## src/rtl/sec_supervisor_pkg.sv

```systemverilog
`default_nettype none
package sec_supervisor_pkg;

  // ******************************************************************
  // Sizes and reset values
  // ******************************************************************
  localparam int unsigned NUM_DET       = 8;
  localparam int unsigned NUM_PART      = 4;
  localparam int unsigned ADDR_W        = 32;
  localparam int unsigned ID_W          = 32;
  localparam logic [NUM_DET-1:0] DET_RST_SEL_DEF = 8'hFF;
  localparam logic [ADDR_W-1:0]  BASE_DEF = 32'h0000_0000;
  localparam logic [ADDR_W-1:0]  LIMIT_DEF = 32'h0000_0000;

  // ******************************************************************
  // Address map of the valid memory space
  // ******************************************************************
  localparam logic [ADDR_W-1:0] ROM_LO   = 32'h0000_0000;
  localparam logic [ADDR_W-1:0] ROM_HI   = 32'h0000_FFFF;
  localparam logic [ADDR_W-1:0] FLASH_LO = 32'h0010_0000;
  localparam logic [ADDR_W-1:0] FLASH_HI = 32'h001F_FFFF;
  localparam logic [ADDR_W-1:0] RAM_LO   = 32'h2000_0000;
  localparam logic [ADDR_W-1:0] RAM_HI   = 32'h2000_FFFF;
  localparam logic [ADDR_W-1:0] SFR_LO   = 32'h4000_0000;
  localparam logic [ADDR_W-1:0] SFR_HI   = 32'h4000_FFFF;

  // ******************************************************************
  // Protection attribute field positions
  // ******************************************************************
  localparam int unsigned ATTR_PRIV_RD = 0;
  localparam int unsigned ATTR_PRIV_WR = 1;
  localparam int unsigned ATTR_USER_RD = 2;
  localparam int unsigned ATTR_USER_WR = 3;
  localparam int unsigned ATTR_EN      = 4;
  localparam logic [4:0]  ATTR_DEF     = 5'h03;

  typedef logic [4:0] attr_t;

  // Access kinds on the memory port.
  typedef enum logic [1:0] {
    ACC_READ  = 2'h0,
    ACC_WRITE = 2'h1,
    ACC_ERASE = 2'h3
  } acc_kind_e;

  // Mode of the test/normal lifecycle, Gray coded along its path.
  typedef enum logic [1:0] {
    LC_LOCKED = 2'h0,
    LC_TEST   = 2'h1,
    LC_NORMAL = 2'h3
  } lc_state_e;

  // One memory access request.
  typedef struct packed {
    logic              valid;
    logic [ADDR_W-1:0] addr;
    acc_kind_e         kind;
    logic              priv;
  } mem_req_s;

  // One protection partition.
  typedef struct packed {
    logic [ADDR_W-1:0] base;
    logic [ADDR_W-1:0] limit;
    attr_t             attr;
  } part_s;

  // Nonvolatile state carried in and out.
  typedef struct packed {
    logic normal;
    logic boot_flash_lock;
    logic rom_hidden;
    logic id_written;
  } nv_s;

endpackage
`default_nettype wire

```

## src/rtl/sec_supervisor.sv

```systemverilog
`default_nettype none

module sec_supervisor
  import sec_supervisor_pkg::*;
#(
  parameter int unsigned N_DET  = NUM_DET,
  parameter int unsigned N_PART = NUM_PART
) (
  // Clock and reset.
  input  wire logic              i_sys_clk,
  input  wire logic              i_reset_n,
  // Detectors and their lifecycle monitor.
  input  wire logic [N_DET-1:0]  i_det_event,
  input  wire logic [N_DET-1:0]  i_det_alive,
  input  wire logic [N_DET-1:0]  i_det_rst_sel,
  input  wire logic [N_DET-1:0]  i_det_clear,
  output logic [N_DET-1:0]       o_det_status,
  output logic                   o_det_irq,
  output logic                   o_chip_reset,
  // Protection configuration.
  input  wire logic              i_cfg_we,
  input  wire logic              i_cfg_ram,
  input  wire logic [1:0]        i_cfg_idx,
  input  wire part_s             i_cfg_part,
  input  wire logic              i_flash_ro,
  // Memory access check.
  input  wire mem_req_s          i_req,
  output logic                   o_grant,
  output logic                   o_trap,
  output logic                   o_invalid_addr,
  // Lifecycle, identification and boot control.
  input  wire nv_s               i_nv,
  input  wire logic              i_pwd_ok,
  input  wire logic              i_go_normal,
  input  wire logic              i_id_we,
  input  wire logic [ID_W-1:0]   i_id_data,
  input  wire logic              i_boot_to_flash,
  input  wire logic              i_rom_hide,
  output logic [ID_W-1:0]        o_id_data,
  output nv_s                    o_nv,
  output logic                   o_nv_we,
  output logic                   o_test_mode,
  output logic                   o_boot_flash,
  // Loader command gate.
  input  wire logic              i_ldr_cmd,
  input  wire logic              i_ldr_restricted,
  input  wire logic              i_auth_ok,
  input  wire logic              i_auth_drop,
  output logic                   o_ldr_accept,
  output logic                   o_ldr_reject
);

  // ******************************************************************
  // State record
  // ******************************************************************
  // Fields: detector status and reset request, both partition tables,
  // lifecycle and stored flags, identity, loader state and the answers.
  typedef struct packed {
    logic [N_DET-1:0]  status;
    logic              rst;
    part_s [N_PART-1:0] flash_p;
    part_s [N_PART-1:0] ram_p;
    lc_state_e         lc;
    nv_s               nv;
    logic              nv_we;
    logic              nv_loaded;
    logic [ID_W-1:0]   id;
    logic              authed;
    logic              grant;
    logic              trap;
    logic              inval;
    logic              ldr_acc;
    logic              ldr_rej;
  } st_s;

  // The whole state is one record: next_st is its next value and st
  // the registered copy. Answers are fields of the record, so every
  // data output but o_det_irq and o_test_mode comes straight from a flip-flop.
  st_s st;
  st_s next_st;

  // Combinational interrupt level, the only output not taken from st.
  logic o_det_irq_c;

  // Returns true when the address falls inside an inclusive range.
  // A limit equal to the base still covers one address, and a limit
  // below the base covers nothing.
  function automatic logic in_rng(input logic [ADDR_W-1:0] a,
                                  input logic [ADDR_W-1:0] lo,
                                  input logic [ADDR_W-1:0] hi);
    in_rng = (a >= lo) && (a <= hi);
  endfunction

  // Checks one partition's attribute against the request.
  // Write and erase both count as writes; there is no separate erase
  // right, so erase is governed by the write bit.
  function automatic logic part_ok(input part_s p, input mem_req_s r);
    logic wr;
    wr = (r.kind != ACC_READ);
    if (r.priv) begin
      part_ok = wr ? p.attr[ATTR_PRIV_WR] : p.attr[ATTR_PRIV_RD];
    end else begin
      part_ok = wr ? p.attr[ATTR_USER_WR] : p.attr[ATTR_USER_RD];
    end
  endfunction

  // ******************************************************************
  // Next-state logic
  // ******************************************************************
  // Window decode of the memory map and partition matches.
  logic                in_rom;
  logic                in_flash;
  logic                in_ram;
  logic                in_sfr;
  logic [N_PART-1:0]   f_hit;
  logic [N_PART-1:0]   f_ok;
  logic [N_PART-1:0]   r_hit;
  logic [N_PART-1:0]   r_ok;

  // Partition matches, one per partition for each space.
  // A partition with its enable bit low never matches. After reset all
  // are disabled, so flash and RAM fall back to privileged-only rights
  // until software opens a partition.
  for (genvar g = 0; g < N_PART; g++) begin : g_part
    assign f_hit[g] = st.flash_p[g].attr[ATTR_EN] &&
                      in_rng(i_req.addr, st.flash_p[g].base,
                             st.flash_p[g].limit);
    assign f_ok[g]  = part_ok(st.flash_p[g], i_req);
    assign r_hit[g] = st.ram_p[g].attr[ATTR_EN] &&
                      in_rng(i_req.addr, st.ram_p[g].base,
                             st.ram_p[g].limit);
    assign r_ok[g]  = part_ok(st.ram_p[g], i_req);
  end

  // The windows do not overlap, so at most one of these is high.
  assign in_rom   = in_rng(i_req.addr, ROM_LO, ROM_HI);
  assign in_flash = in_rng(i_req.addr, FLASH_LO, FLASH_HI);
  assign in_ram   = in_rng(i_req.addr, RAM_LO, RAM_HI);
  assign in_sfr   = in_rng(i_req.addr, SFR_LO, SFR_HI);

  always_comb begin
    logic [N_DET-1:0] irq_ev;
    logic             ok;
    logic             bad;
    irq_ev  = '0;
    ok      = 1'b0;
    bad     = 1'b0;
    next_st = st;

    // Detectors: detection always runs, only the reaction is chosen.
    // No input masks an event: its status bit is set whatever the
    // reaction. Set wins over clear, so an event in the cycle of its
    // own clear is kept. The reset request is formed anew each cycle
    // and stands while its cause stands; a clear does not remove it.
    irq_ev = i_det_event & ~i_det_rst_sel;
    next_st.status = (st.status & ~i_det_clear) | i_det_event;
    next_st.rst = (|(i_det_event & i_det_rst_sel)) |
                  (|(~i_det_alive));

    // Protection table writes, flash or RAM bank.
    // A new entry applies from the next cycle; a request in the cycle
    // of the write is still checked against the old entry.
    if (i_cfg_we) begin
      if (i_cfg_ram) begin
        next_st.ram_p[i_cfg_idx] = i_cfg_part;
      end else begin
        next_st.flash_p[i_cfg_idx] = i_cfg_part;
      end
    end

    // Access check: map, hiding, read-only flash, partition rights.
    // An address outside every window is trapped as well as flagged,
    // so it never completes. Where partitions overlap, one hit that
    // allows the access is enough. ROM is read only and SFR space is
    // for privileged code only.
    next_st.grant = 1'b0;
    next_st.trap  = 1'b0;
    next_st.inval = 1'b0;
    if (i_req.valid) begin
      if (!(in_rom || in_flash || in_ram || in_sfr)) begin
        bad = 1'b1;
        next_st.inval = 1'b1;
      end else if (in_rom) begin
        ok = (i_req.kind == ACC_READ) && !st.nv.rom_hidden;
      end else if (in_flash) begin
        ok = (i_req.kind == ACC_READ) || !i_flash_ro;
        if (|f_hit) begin
          ok = ok && (|(f_hit & f_ok));
        end else begin
          ok = ok && i_req.priv;
        end
      end else if (in_ram) begin
        ok = (i_req.kind != ACC_ERASE);
        if (|r_hit) begin
          ok = ok && (|(r_hit & r_ok));
        end else begin
          ok = ok && i_req.priv;
        end
      end else begin
        ok = i_req.priv;
      end
      next_st.grant = ok && !bad;
      next_st.trap  = !ok;
    end

    // Lifecycle: capture stored state once after reset, then move one way.
    // Until the stored flags are loaded no flag may change, so a strobe
    // in the first cycle after reset is ignored.
    // No arc leaves normal mode, and an illegal code is sent there too,
    // so a fault can only take test rights away.
    // Each change of a stored flag pulses o_nv_we for one cycle so the
    // store takes the new o_nv.
    next_st.nv_we = 1'b0;
    if (!st.nv_loaded) begin
      next_st.nv_loaded = 1'b1;
      next_st.nv = i_nv;
      next_st.lc = i_nv.normal ? LC_NORMAL : LC_LOCKED;
    end else begin
      unique case (st.lc)
        LC_LOCKED: begin
          if (i_pwd_ok) begin
            next_st.lc = LC_TEST;
          end
        end
        LC_TEST: begin
          if (i_id_we && !st.nv.id_written) begin
            next_st.id = i_id_data;
            next_st.nv.id_written = 1'b1;
            next_st.nv_we = 1'b1;
          end
          if (i_go_normal) begin
            next_st.lc = LC_NORMAL;
            next_st.nv.normal = 1'b1;
            next_st.nv_we = 1'b1;
          end
        end
        LC_NORMAL: begin
          next_st.lc = LC_NORMAL;
        end
        default: begin
          next_st.lc = LC_NORMAL;
        end
      endcase
      // Boot mode and ROM hiding are sticky once set.
      // No input clears either flag; only the store's copy brings them
      // back after a reset.
      if (i_boot_to_flash && !st.nv.boot_flash_lock) begin
        next_st.nv.boot_flash_lock = 1'b1;
        next_st.nv_we = 1'b1;
      end
      if (i_rom_hide && !st.nv.rom_hidden) begin
        next_st.nv.rom_hidden = 1'b1;
        next_st.nv_we = 1'b1;
      end
    end

    // Loader gate: authentication state and command acceptance.
    // A drop wins over a success in the same cycle, and the boot lock
    // drops authentication for good. The answer uses the state held
    // before this cycle's success.
    if (i_auth_drop || st.nv.boot_flash_lock) begin
      next_st.authed = 1'b0;
    end else if (i_auth_ok) begin
      next_st.authed = 1'b1;
    end
    next_st.ldr_acc = i_ldr_cmd && !st.nv.boot_flash_lock &&
                      (!i_ldr_restricted || st.authed);
    next_st.ldr_rej = i_ldr_cmd && !next_st.ldr_acc;

    // The interrupt follows stored bits and this cycle's events, so
    // software sees a request without delay. Moving a detector to the
    // reset reaction masks its stored bit at once.
    o_det_irq_c = |(st.status & ~i_det_rst_sel) | (|irq_ev);
  end

  // ******************************************************************
  // State register with defined defaults after reset
  // ******************************************************************
  // Reset loads only constants. The stored flags come back in the
  // first cycle after reset, never through the reset branch, so the
  // reset path depends on no input.
  always_ff @(posedge i_sys_clk or negedge i_reset_n) begin
    if (!i_reset_n) begin
      st <= '0;
      for (int i = 0; i < N_PART; i++) begin
        st.flash_p[i] <= '{base: BASE_DEF, limit: LIMIT_DEF,
                           attr: ATTR_DEF};
        st.ram_p[i]   <= '{base: BASE_DEF, limit: LIMIT_DEF,
                           attr: ATTR_DEF};
      end
      st.lc <= LC_LOCKED;
    end else begin
      st <= next_st;
    end
  end

  // ******************************************************************
  // Outputs
  // ******************************************************************
  // Every output but the interrupt and o_test_mode, a decode of st.lc, is a field of the state record.
  // Answers stand one cycle; status and stored flags until changed.
  assign o_det_status   = st.status;
  assign o_det_irq      = o_det_irq_c;
  assign o_chip_reset   = st.rst;
  assign o_grant        = st.grant;
  assign o_trap         = st.trap;
  assign o_invalid_addr = st.inval;
  assign o_id_data      = st.id;
  assign o_nv           = st.nv;
  assign o_nv_we        = st.nv_we;
  assign o_test_mode    = (st.lc == LC_TEST);
  assign o_boot_flash   = st.nv.boot_flash_lock;
  assign o_ldr_accept   = st.ldr_acc;
  assign o_ldr_reject   = st.ldr_rej;

endmodule

`default_nettype wire

```

## config.mk

```make
export PLATFORM = sky130hd
export DESIGN_NAME = sec_supervisor
export DESIGN_NICKNAME = d
export VERILOG_FILES = /design/src/rtl/sec_supervisor_pkg.sv /design/src/rtl/sec_supervisor.sv
export SDC_FILE = /design/constraint.sdc
export NUM_CORES = 1
export LEC_CHECK = 0
export BUFFER_PORTS_ARGS = -buffer_cell sky130_fd_sc_hd__clkbuf_2
export CAP_MARGIN = 10
export CORE_MARGIN = 2
export CORE_UTILIZATION = 39
export CTS_BUF_LIST = sky130_fd_sc_hd__clkbuf_4
export DETAILED_ROUTE_END_ITERATION = 10
export GPL_TIMING_DRIVEN = 0
export SYNTH_ARGS = -nofsm -noshare
export SYNTH_HDL_FRONTEND = slang
export SYNTH_SLANG_ARGS = --single-unit
```

## constraint.sdc

```tcl
create_clock -name i_sys_clk -period 2.25 [get_ports i_sys_clk]
set_input_delay 0.45 -clock i_sys_clk [delete_from_list [all_inputs] [get_ports i_sys_clk]]
set_output_delay 0.45 -clock i_sys_clk [all_outputs]
set_load 0.01 [all_outputs]
```

==> results of run 1 <==
## layout by cell type (no fill, tap or decap), types with 18 or more instances in the layout
| cell | netlist | final |
|---|---|---|
| buf_4 | 44 | 37 |
| ha_1 | 512 | 497 |
| clkbuf_1 | 90 | 86 |
| clkbuf_2 | 0 | 231 |
| a21o_1 | 46 | 45 |
| nand3_1 | 51 | 51 |
| nand2_1 | 384 | 382 |
| nor2_1 | 63 | 63 |
| a211oi_1 | 20 | 19 |
| o21ai_0 | 311 | 304 |
| o211ai_1 | 18 | 18 |
| nand4_1 | 80 | 80 |
| inv_1 | 529 | 520 |
| dlygate4sd3_1 | 0 | 142 |
| clkinv_1 | 0 | 26 |
| a21oi_1 | 190 | 187 |
| dfrtp_1 | 591 | 589 |
| mux2_2 | 335 | 335 |
| clkbuf_4 | 0 | 251 |
| nor3_1 | 23 | 18 |
## path summary, 6_finish.rpt
check,from,endpoint,slack [ps],cells past startpoint
worst max-delay path,st[583],o_grant,-770,10
worst min-delay path,i_reset_n,st[286],-140,6
worst max register to register,st[583],o_grant,-770,10
worst min register to register,st[246],st[246],500,1
max in group asynchronous,i_reset_n,o_chip_reset,430,10
min in group i_sys_clk,i_req[2],o_trap,110,6
## what timing repair did
item / in CTS / in global routing
pin swaps: 23 / 23
endpoints found under the setup margin: 44 / 188
resized for setup: 62 / 70
cloned: 0 / 2
buffers inserted: 14 / 9
endpoints found under the hold margin: 744 / 95
## routing by layer
metal | routed length [um] | vias to the layer above
li1 | - | 13388
met1 | 47500 | 13719
met2 | 47600 | 799
met3 | 6500 | 213
met4 | 4150 | 2
met5 | 16 | -
## registers in the layout, indices dropped and copies added (netlist names)
name            count
st                556
o_id_data          32
o_det_status        8
o_nv                3
o_boot_flash        1
o_chip_reset        1
o_grant             1
o_invalid_addr      1
o_ldr_accept        1
o_ldr_reject        1
o_nv_we             1
o_trap              1
## critical path, delay by kind of cell, from the launching register on
family / cells / cell delay [ps]
AO/OA/AOI/OAI: 5 / 1200
buffers and inverters: 1 / 60
flip-flops: 1 / 350
AND/OR/NAND/NOR: 3 / 1020
adder cells (fa/ha/maj): 1 / 270
## power by group
group	total [W]	internal (W)	switching [W]
clock	0.0103	0.00541	0.00492
sequential	0.0142	0.0133	0.000947
combinational	0.0102	0.00467	0.00558
## metrics by stage
| stage | cells | setup TNS, ps | cell area (um^2) | total power (W) | util, % |
|---|---|---|---|---|---|
| after global routing | 5383 | -2120 | 42900 | 0.0375 | 47.5 |
| after floorplan | 3520 | -845 | 35500 | 0.0208 | - |
| after detailed placement | 4942 | -419610 | 38400 | 0.0239 | 42.5 |
| final | 5384 | -1590 | 42900 | 0.0348 | 47.5 |
| after CTS | 5370 | -1890 | 42300 | 0.0348 | 47.0 |
| after global placement | 4934 | -8784540 | 38200 | 0.0236 | 42.3 |
## logic make-up after synthesis
family          Yosys count
simple gates            692
fa+ha+maj               512
mux                     342
compound gates          699
other cells               1
buf+inv                 667
flops                   607
## final cells by class
class / count / area (um^2) / share of cell area, %
Sequential cell: 607 / 15200 / 35.5
Clock inverter: 39 / 258 / 0.601
Clock buffer: 251 / 1880 / 4.40
Antenna cell: 4 / 10.0 / 0.0234
Timing Repair Buffer: 419 / 3290 / 7.68
Buffer: 113 / 503 / 1.17
Inverter: 529 / 1990 / 4.64
Multi-Input combinational cell: 2246 / 18200 / 42.6
Tap cell: 1176 / 1470 / 3.43
==> out/results.tsv, run 1 <==
metric	value	unit
startpoint type of the worst setup path	flip-flop	
Worst Hold Class	input port to asynchronous set/reset pin	
most frequent cell after synthesis	dfrtp_1	
grt ovf	0	
Worst slew margin	18.1	%
Die Height	306	um
core area	90100	um^2
total number of vias	28121	
syn_area_per_cell	10.1	um^2
GRT Max-Usage Layer	met2	
Hold Fails Final Rpt	95	
crit path DAT	3990	ps
met1 usage in global routing	30.0	%
Synth Area in XOR/XNOR	0	%
CP Cell Sequence	inv_2 > ha_4 > nand4_1 > nor4_4 > o21ai_4 > a31oi_4 > o211ai_1 > and4_1 > o2111a_2 > o211a_1	
Worst Skew	71.3	ps
synth unique cells	65	
Area Overhead vs Synth	20.7	%
input/output buffers	238	
Area contributors post-synth	dfrtp_1, ha_1, mux2_2, inv_1, o21ai_0	
met3 Resource Use GR	4.76	%
Synth Area in Compound Gates	11.5	%
simple-gate share of the synthesized area	9.01	%
number of global-route vias before repair	27845	
critical path fanouts, max	2	
Power Dens Cells	812	nW/um^2
Post-Synthesis Cell Area	35500	um^2
WL/cell	19.6	um
Initial Util	39.4	%
first-pass GRT wire length	163000	um
commonest cells in the netlist	dfrtp_1, inv_1, ha_1, nand2_1, mux2_2	
Critical Path Max Stage Delay	560	ps
crit path kind	flip-flop to flip-flop	
fin nets	4796	
slowest stage cell on the critical path	nor4_4	
Synth Area in Adders	18.0	%
largest net degree at the start of global routing	109	
Clk Tree Root Cell	clkbuf_4	
boundary pin count	243	
YS warnings	0	
met2 usage	36.0	%
largest family of logic cells by synthesized area	adder cells	
post-route ant nets	0	
H-tree depth	4	
multiplexer share of the synthesized area	11.1	%
minimum clock period	3020	ps
pre-CTS WS	-2740	ps
top-area cell type share of the netlist area	41.7	%
Mapped Cells	3520	
worst path required time	3220	ps
global-route usage over all layers	22.8	%
worst slew pin tran	1230	ps
antenna violations before repair	5	
largest area contributor in the netlist	dfrtp_1	
Leakage	20.8	nW
synthesis-stage register bit count	607	
Clock Tree Buf Depth	3	
# fillers	8478	
share of layout cells above drive strength 1	24.0	%
CP Capture Type	flip-flop	
clock sinks	607	
Post-CTS Hold Fix Bufs	148	
Die Area	93400	um^2
RePlAce Congestion	0.857	
Worst Hold Slack	-137	ps
peak supply drop	0.000487	V
Final setup viols	4	
Slew Limit Fails	0	
fmax	331	MHz
Setup WS post-layout	-771	ps
failing checks	hold timing, setup timing	
Die X	306	um
CTS buffer count	179	
Skew-Pair Late Insertion Delay	1080	ps
Reg clk slew, reported paths	60	ps
DRT iter0 DRCs	1640	
DP HPWL	73300	um
Post-Route WL	106000	um
status	finished, violations left	
DR pass1 iterations	5	
FFs w/ async S/R, synth	100	%
Max-Cap Viols	0	
Post-synth top flop	dfrtp_1	
DR DRC count	0	
Mapped Nets	4221	
CTS tree	built	
number of synthesized flops with an enable pin	0	
Vias/cell	5.22	
RSZ-0062 raised after global routing	yes	
Rows	110	
final worst-path cycle share	134	%
post-synthesis sequential area ratio	42.9	%
No activity file was read; power rests on OpenSTA's default activity.
==> run 2: changes to the inputs <==
--- a/config.mk
+++ b/config.mk
@@ -5,11 +5,12 @@
 export SDC_FILE = /design/constraint.sdc
 export NUM_CORES = 1
 export LEC_CHECK = 0
+export ABC_AREA = 1
 export BUFFER_PORTS_ARGS = -buffer_cell sky130_fd_sc_hd__clkbuf_2
 export CAP_MARGIN = 10
-export CORE_MARGIN = 2
 export CORE_UTILIZATION = 39
 export CTS_BUF_LIST = sky130_fd_sc_hd__clkbuf_4
+export CTS_CLUSTER_SIZE = 30
 export DETAILED_ROUTE_END_ITERATION = 10
 export GPL_TIMING_DRIVEN = 0
 export SYNTH_ARGS = -nofsm -noshare
==> out/results.tsv, run 2 <==
metric	value	unit
syn_area_per_cell	8.22	um^2
Placed Area	38900	um^2
grt ovf	0	
H-tree depth	4	
Leakage	22.3	nW
Post-Route WL	108000	um
Die X	306	um
fraction of power spent switching nets	33.8	%
minimum clock period	2730	ps
status	finished, violations left	
Mapped Cells	4376	
Critical Path Max Stage Delay	470	ps
fmax	367	MHz
synthesis-stage register bit count	607	
boundary pin count	243	
peak supply drop	0.000427	V
slowest stage cell on the critical path	or4_1	
Power Dens Cells	795	nW/um^2
P_int	0.0226	W
core area	91500	um^2
CTS buffer count	175	
failing checks	setup timing	
Worst slew margin	16.2	%
DP HPWL	77300	um
Worst Path Buf+Inv	1	
largest net degree at the start of global routing	111	
YS warnings	0	
global-route usage over all layers	23.3	%
top-area cell type share of the netlist area	41.1	%
number of global-route vias before repair	30638	
crit path kind	flip-flop to output pin	
worst slew pin tran	1260	ps
RePlAce Congestion	0.891	
input/output buffers	242	
DR DRC count	0	
setup tns final	-948	ps
Die Area	93500	um^2
kind of cell adding the most delay to the critical path	simple AND/OR/NAND/NOR gates	
post-synthesis sequential area ratio	42.3	%
Hold Fails Final Rpt	0	
max FFs per register	556	
worst path required time	1800	ps
final worst-path cycle share	121	%
Clock Tree Buf Depth	3	
CP Cell Sequence	nor2_1 > o21ai_0 > or4_1 > clkbuf_2	
Rows	111	
most frequent cells in the layout	nand2_1, inv_1, o21ai_0	
Clk Tree Root Cell	clkbuf_4	
post-route ant nets	0	
number of synthesized flops with an enable pin	0	
Die Height	306	um
Area contributors post-synth	dfrtp_1, ha_1, nand2_1, o21ai_0, inv_1	
DRT iter0 DRCs	2057	
CTS tree	built	
Vias/cell	4.97	
Worst Hold Class	input port to flip-flop	
crit path DAT	2280	ps
Clock power frac	31.2	%
total number of vias	31168	
WL/cell	17.2	um
commonest cells in the netlist	nand2_1, inv_1, o21ai_0, dfrtp_1, ha_1	
Reg clk slew, reported paths	60	ps
Skew-Pair Late Insertion Delay	1030	ps
FFs w/ async S/R, synth	100	%
Slew Limit Fails	0	
# fillers	9059	
startpoint type of the worst setup path	flip-flop	
fin nets	5656	
Max-Cap Viols	0	
RSZ-0062 raised after global routing	yes	
DR pass1 iterations	6	
Area Overhead vs Synth	19.3	%
Worst Skew	44.9	ps
share of layout cells above drive strength 1	14.0	%
antenna violations before repair	7	
synth unique cells	47	
Flop pwr share	41.3	%
post-route cell area	42900	um^2
Top reg by flops	st	
Initial Util	39.3	%
commonest non-fill, non-tap cell in the layout	nand2_1	
clock sinks	607	
Final setup viols	3	
part of the power in combinational logic	27.6	%
CP Capture Type	output pin	
largest area contributor in the netlist	dfrtp_1	
Post-Synthesis Cell Area	36000	um^2
Setup WS post-layout	-475	ps
Mapped Nets	5077	
most frequent cell after synthesis	nand2_1	
switching power	0.0115	W
Post-synth top flop	dfrtp_1	
critical path fanouts, max	2	
first-pass GRT wire length	169000	um
## run 2: changes by cell type in the layout (fill, tap and decap cells not counted), sizes merged, moves of 15 or more
cell and delta:
nand2 +695, mux2 -303, nor2 +134, and4 -16, clkbuf +36, a21oi +63, a211oi -18, nor2b -15
o211ai -15, inv +184, o21ai +309, a21o -39, o21a +21, nand4 -39
## run 2: cell type report
type	count	area, um^2	share of cell area [%]
Multi-Input combinational cell	2889	17600	41.0
Sequential cell	607	15200	35.4
Timing Repair Buffer	405	2960	6.89
Inverter	710	2670	6.21
Clock buffer	253	1900	4.42
Tap cell	1186	1480	3.46
Buffer	167	797	1.86
Clock inverter	49	319	0.743
Antenna cell	5	12.5	0.0291
## run 2: timing repair
action,CTS,global route
gates cloned,0,1
hold buffers,144,0
pin swaps,25,18
setup buffers,9,4
endpoints found under the hold margin,859,0
gates resized for setup,47,31
setup endpoints to repair,9,87
## run 2: worst min-delay path, delay by kind of cell
family                 cells  cell delay (ps)
buffers and inverters      1              120
and+or+nand+nor            8              510
AOI/OAI and AO/OA          1               60
## run 2: logic make-up after synthesis
group / after synthesis / share of synthesized area [%]
AO/OA/AOI/OAI: 947 / 13.6
AND/OR/NAND/NOR: 1397 / 15.6
multiplexers: 32 / 1.00
flip-flops: 607 / 42.3
adder cells (fa/ha/maj): 512 / 17.8
buffers and inverters: 880 / 9.66
other: 1 / 0.0104
## run 2: final timing paths
kind                                      start            end  slack (ps)  cells after the start
worst max-delay path            o_det_status[3]      o_det_irq        -480                      4
min in group asynchronous             i_reset_n  o_id_data[14]         580                      4
worst min-delay path                   i_req[1]        o_grant         140                     10
worst max register to register          st[354]        o_grant        -240                     16
max in group asynchronous             i_reset_n        st[298]         310                      6
worst min register to register          st[467]        st[467]         480                      2
## run 2: layer usage
metal  global-route usage (%)  vias up  share of wire, %
li1                         -    15361                 -
met1                     31.3    14889                45
met2                     38.0      719                46
met3                     3.91      189               5.3
met4                     8.09       10               2.8
met5                        0        -              0.19
## run 2: metrics by stage
step                      std cells  utilization (%)  hold WS (ps)  setup WS, ps  total power (W)
final                          6271             46.9           140          -475           0.0341
after CTS                      6263             46.7          41.8          -568           0.0344
after floorplan                4376                -           154          96.2           0.0203
after global placement         5804             42.3           463        -14190           0.0229
after global routing           6270             46.9           102          -646           0.0368
after detailed placement       5810             42.5           291         -1440           0.0232
## run 2: power groups by stage
stage                     Sequential [W]  Combinational (W)  Clock (W)
after floorplan                   0.0140            0.00634          0
after global placement            0.0142            0.00863          0
after detailed placement          0.0142            0.00900          0
after CTS                         0.0141            0.00940     0.0109
after global routing              0.0143             0.0110     0.0115
final                             0.0141            0.00941     0.0106
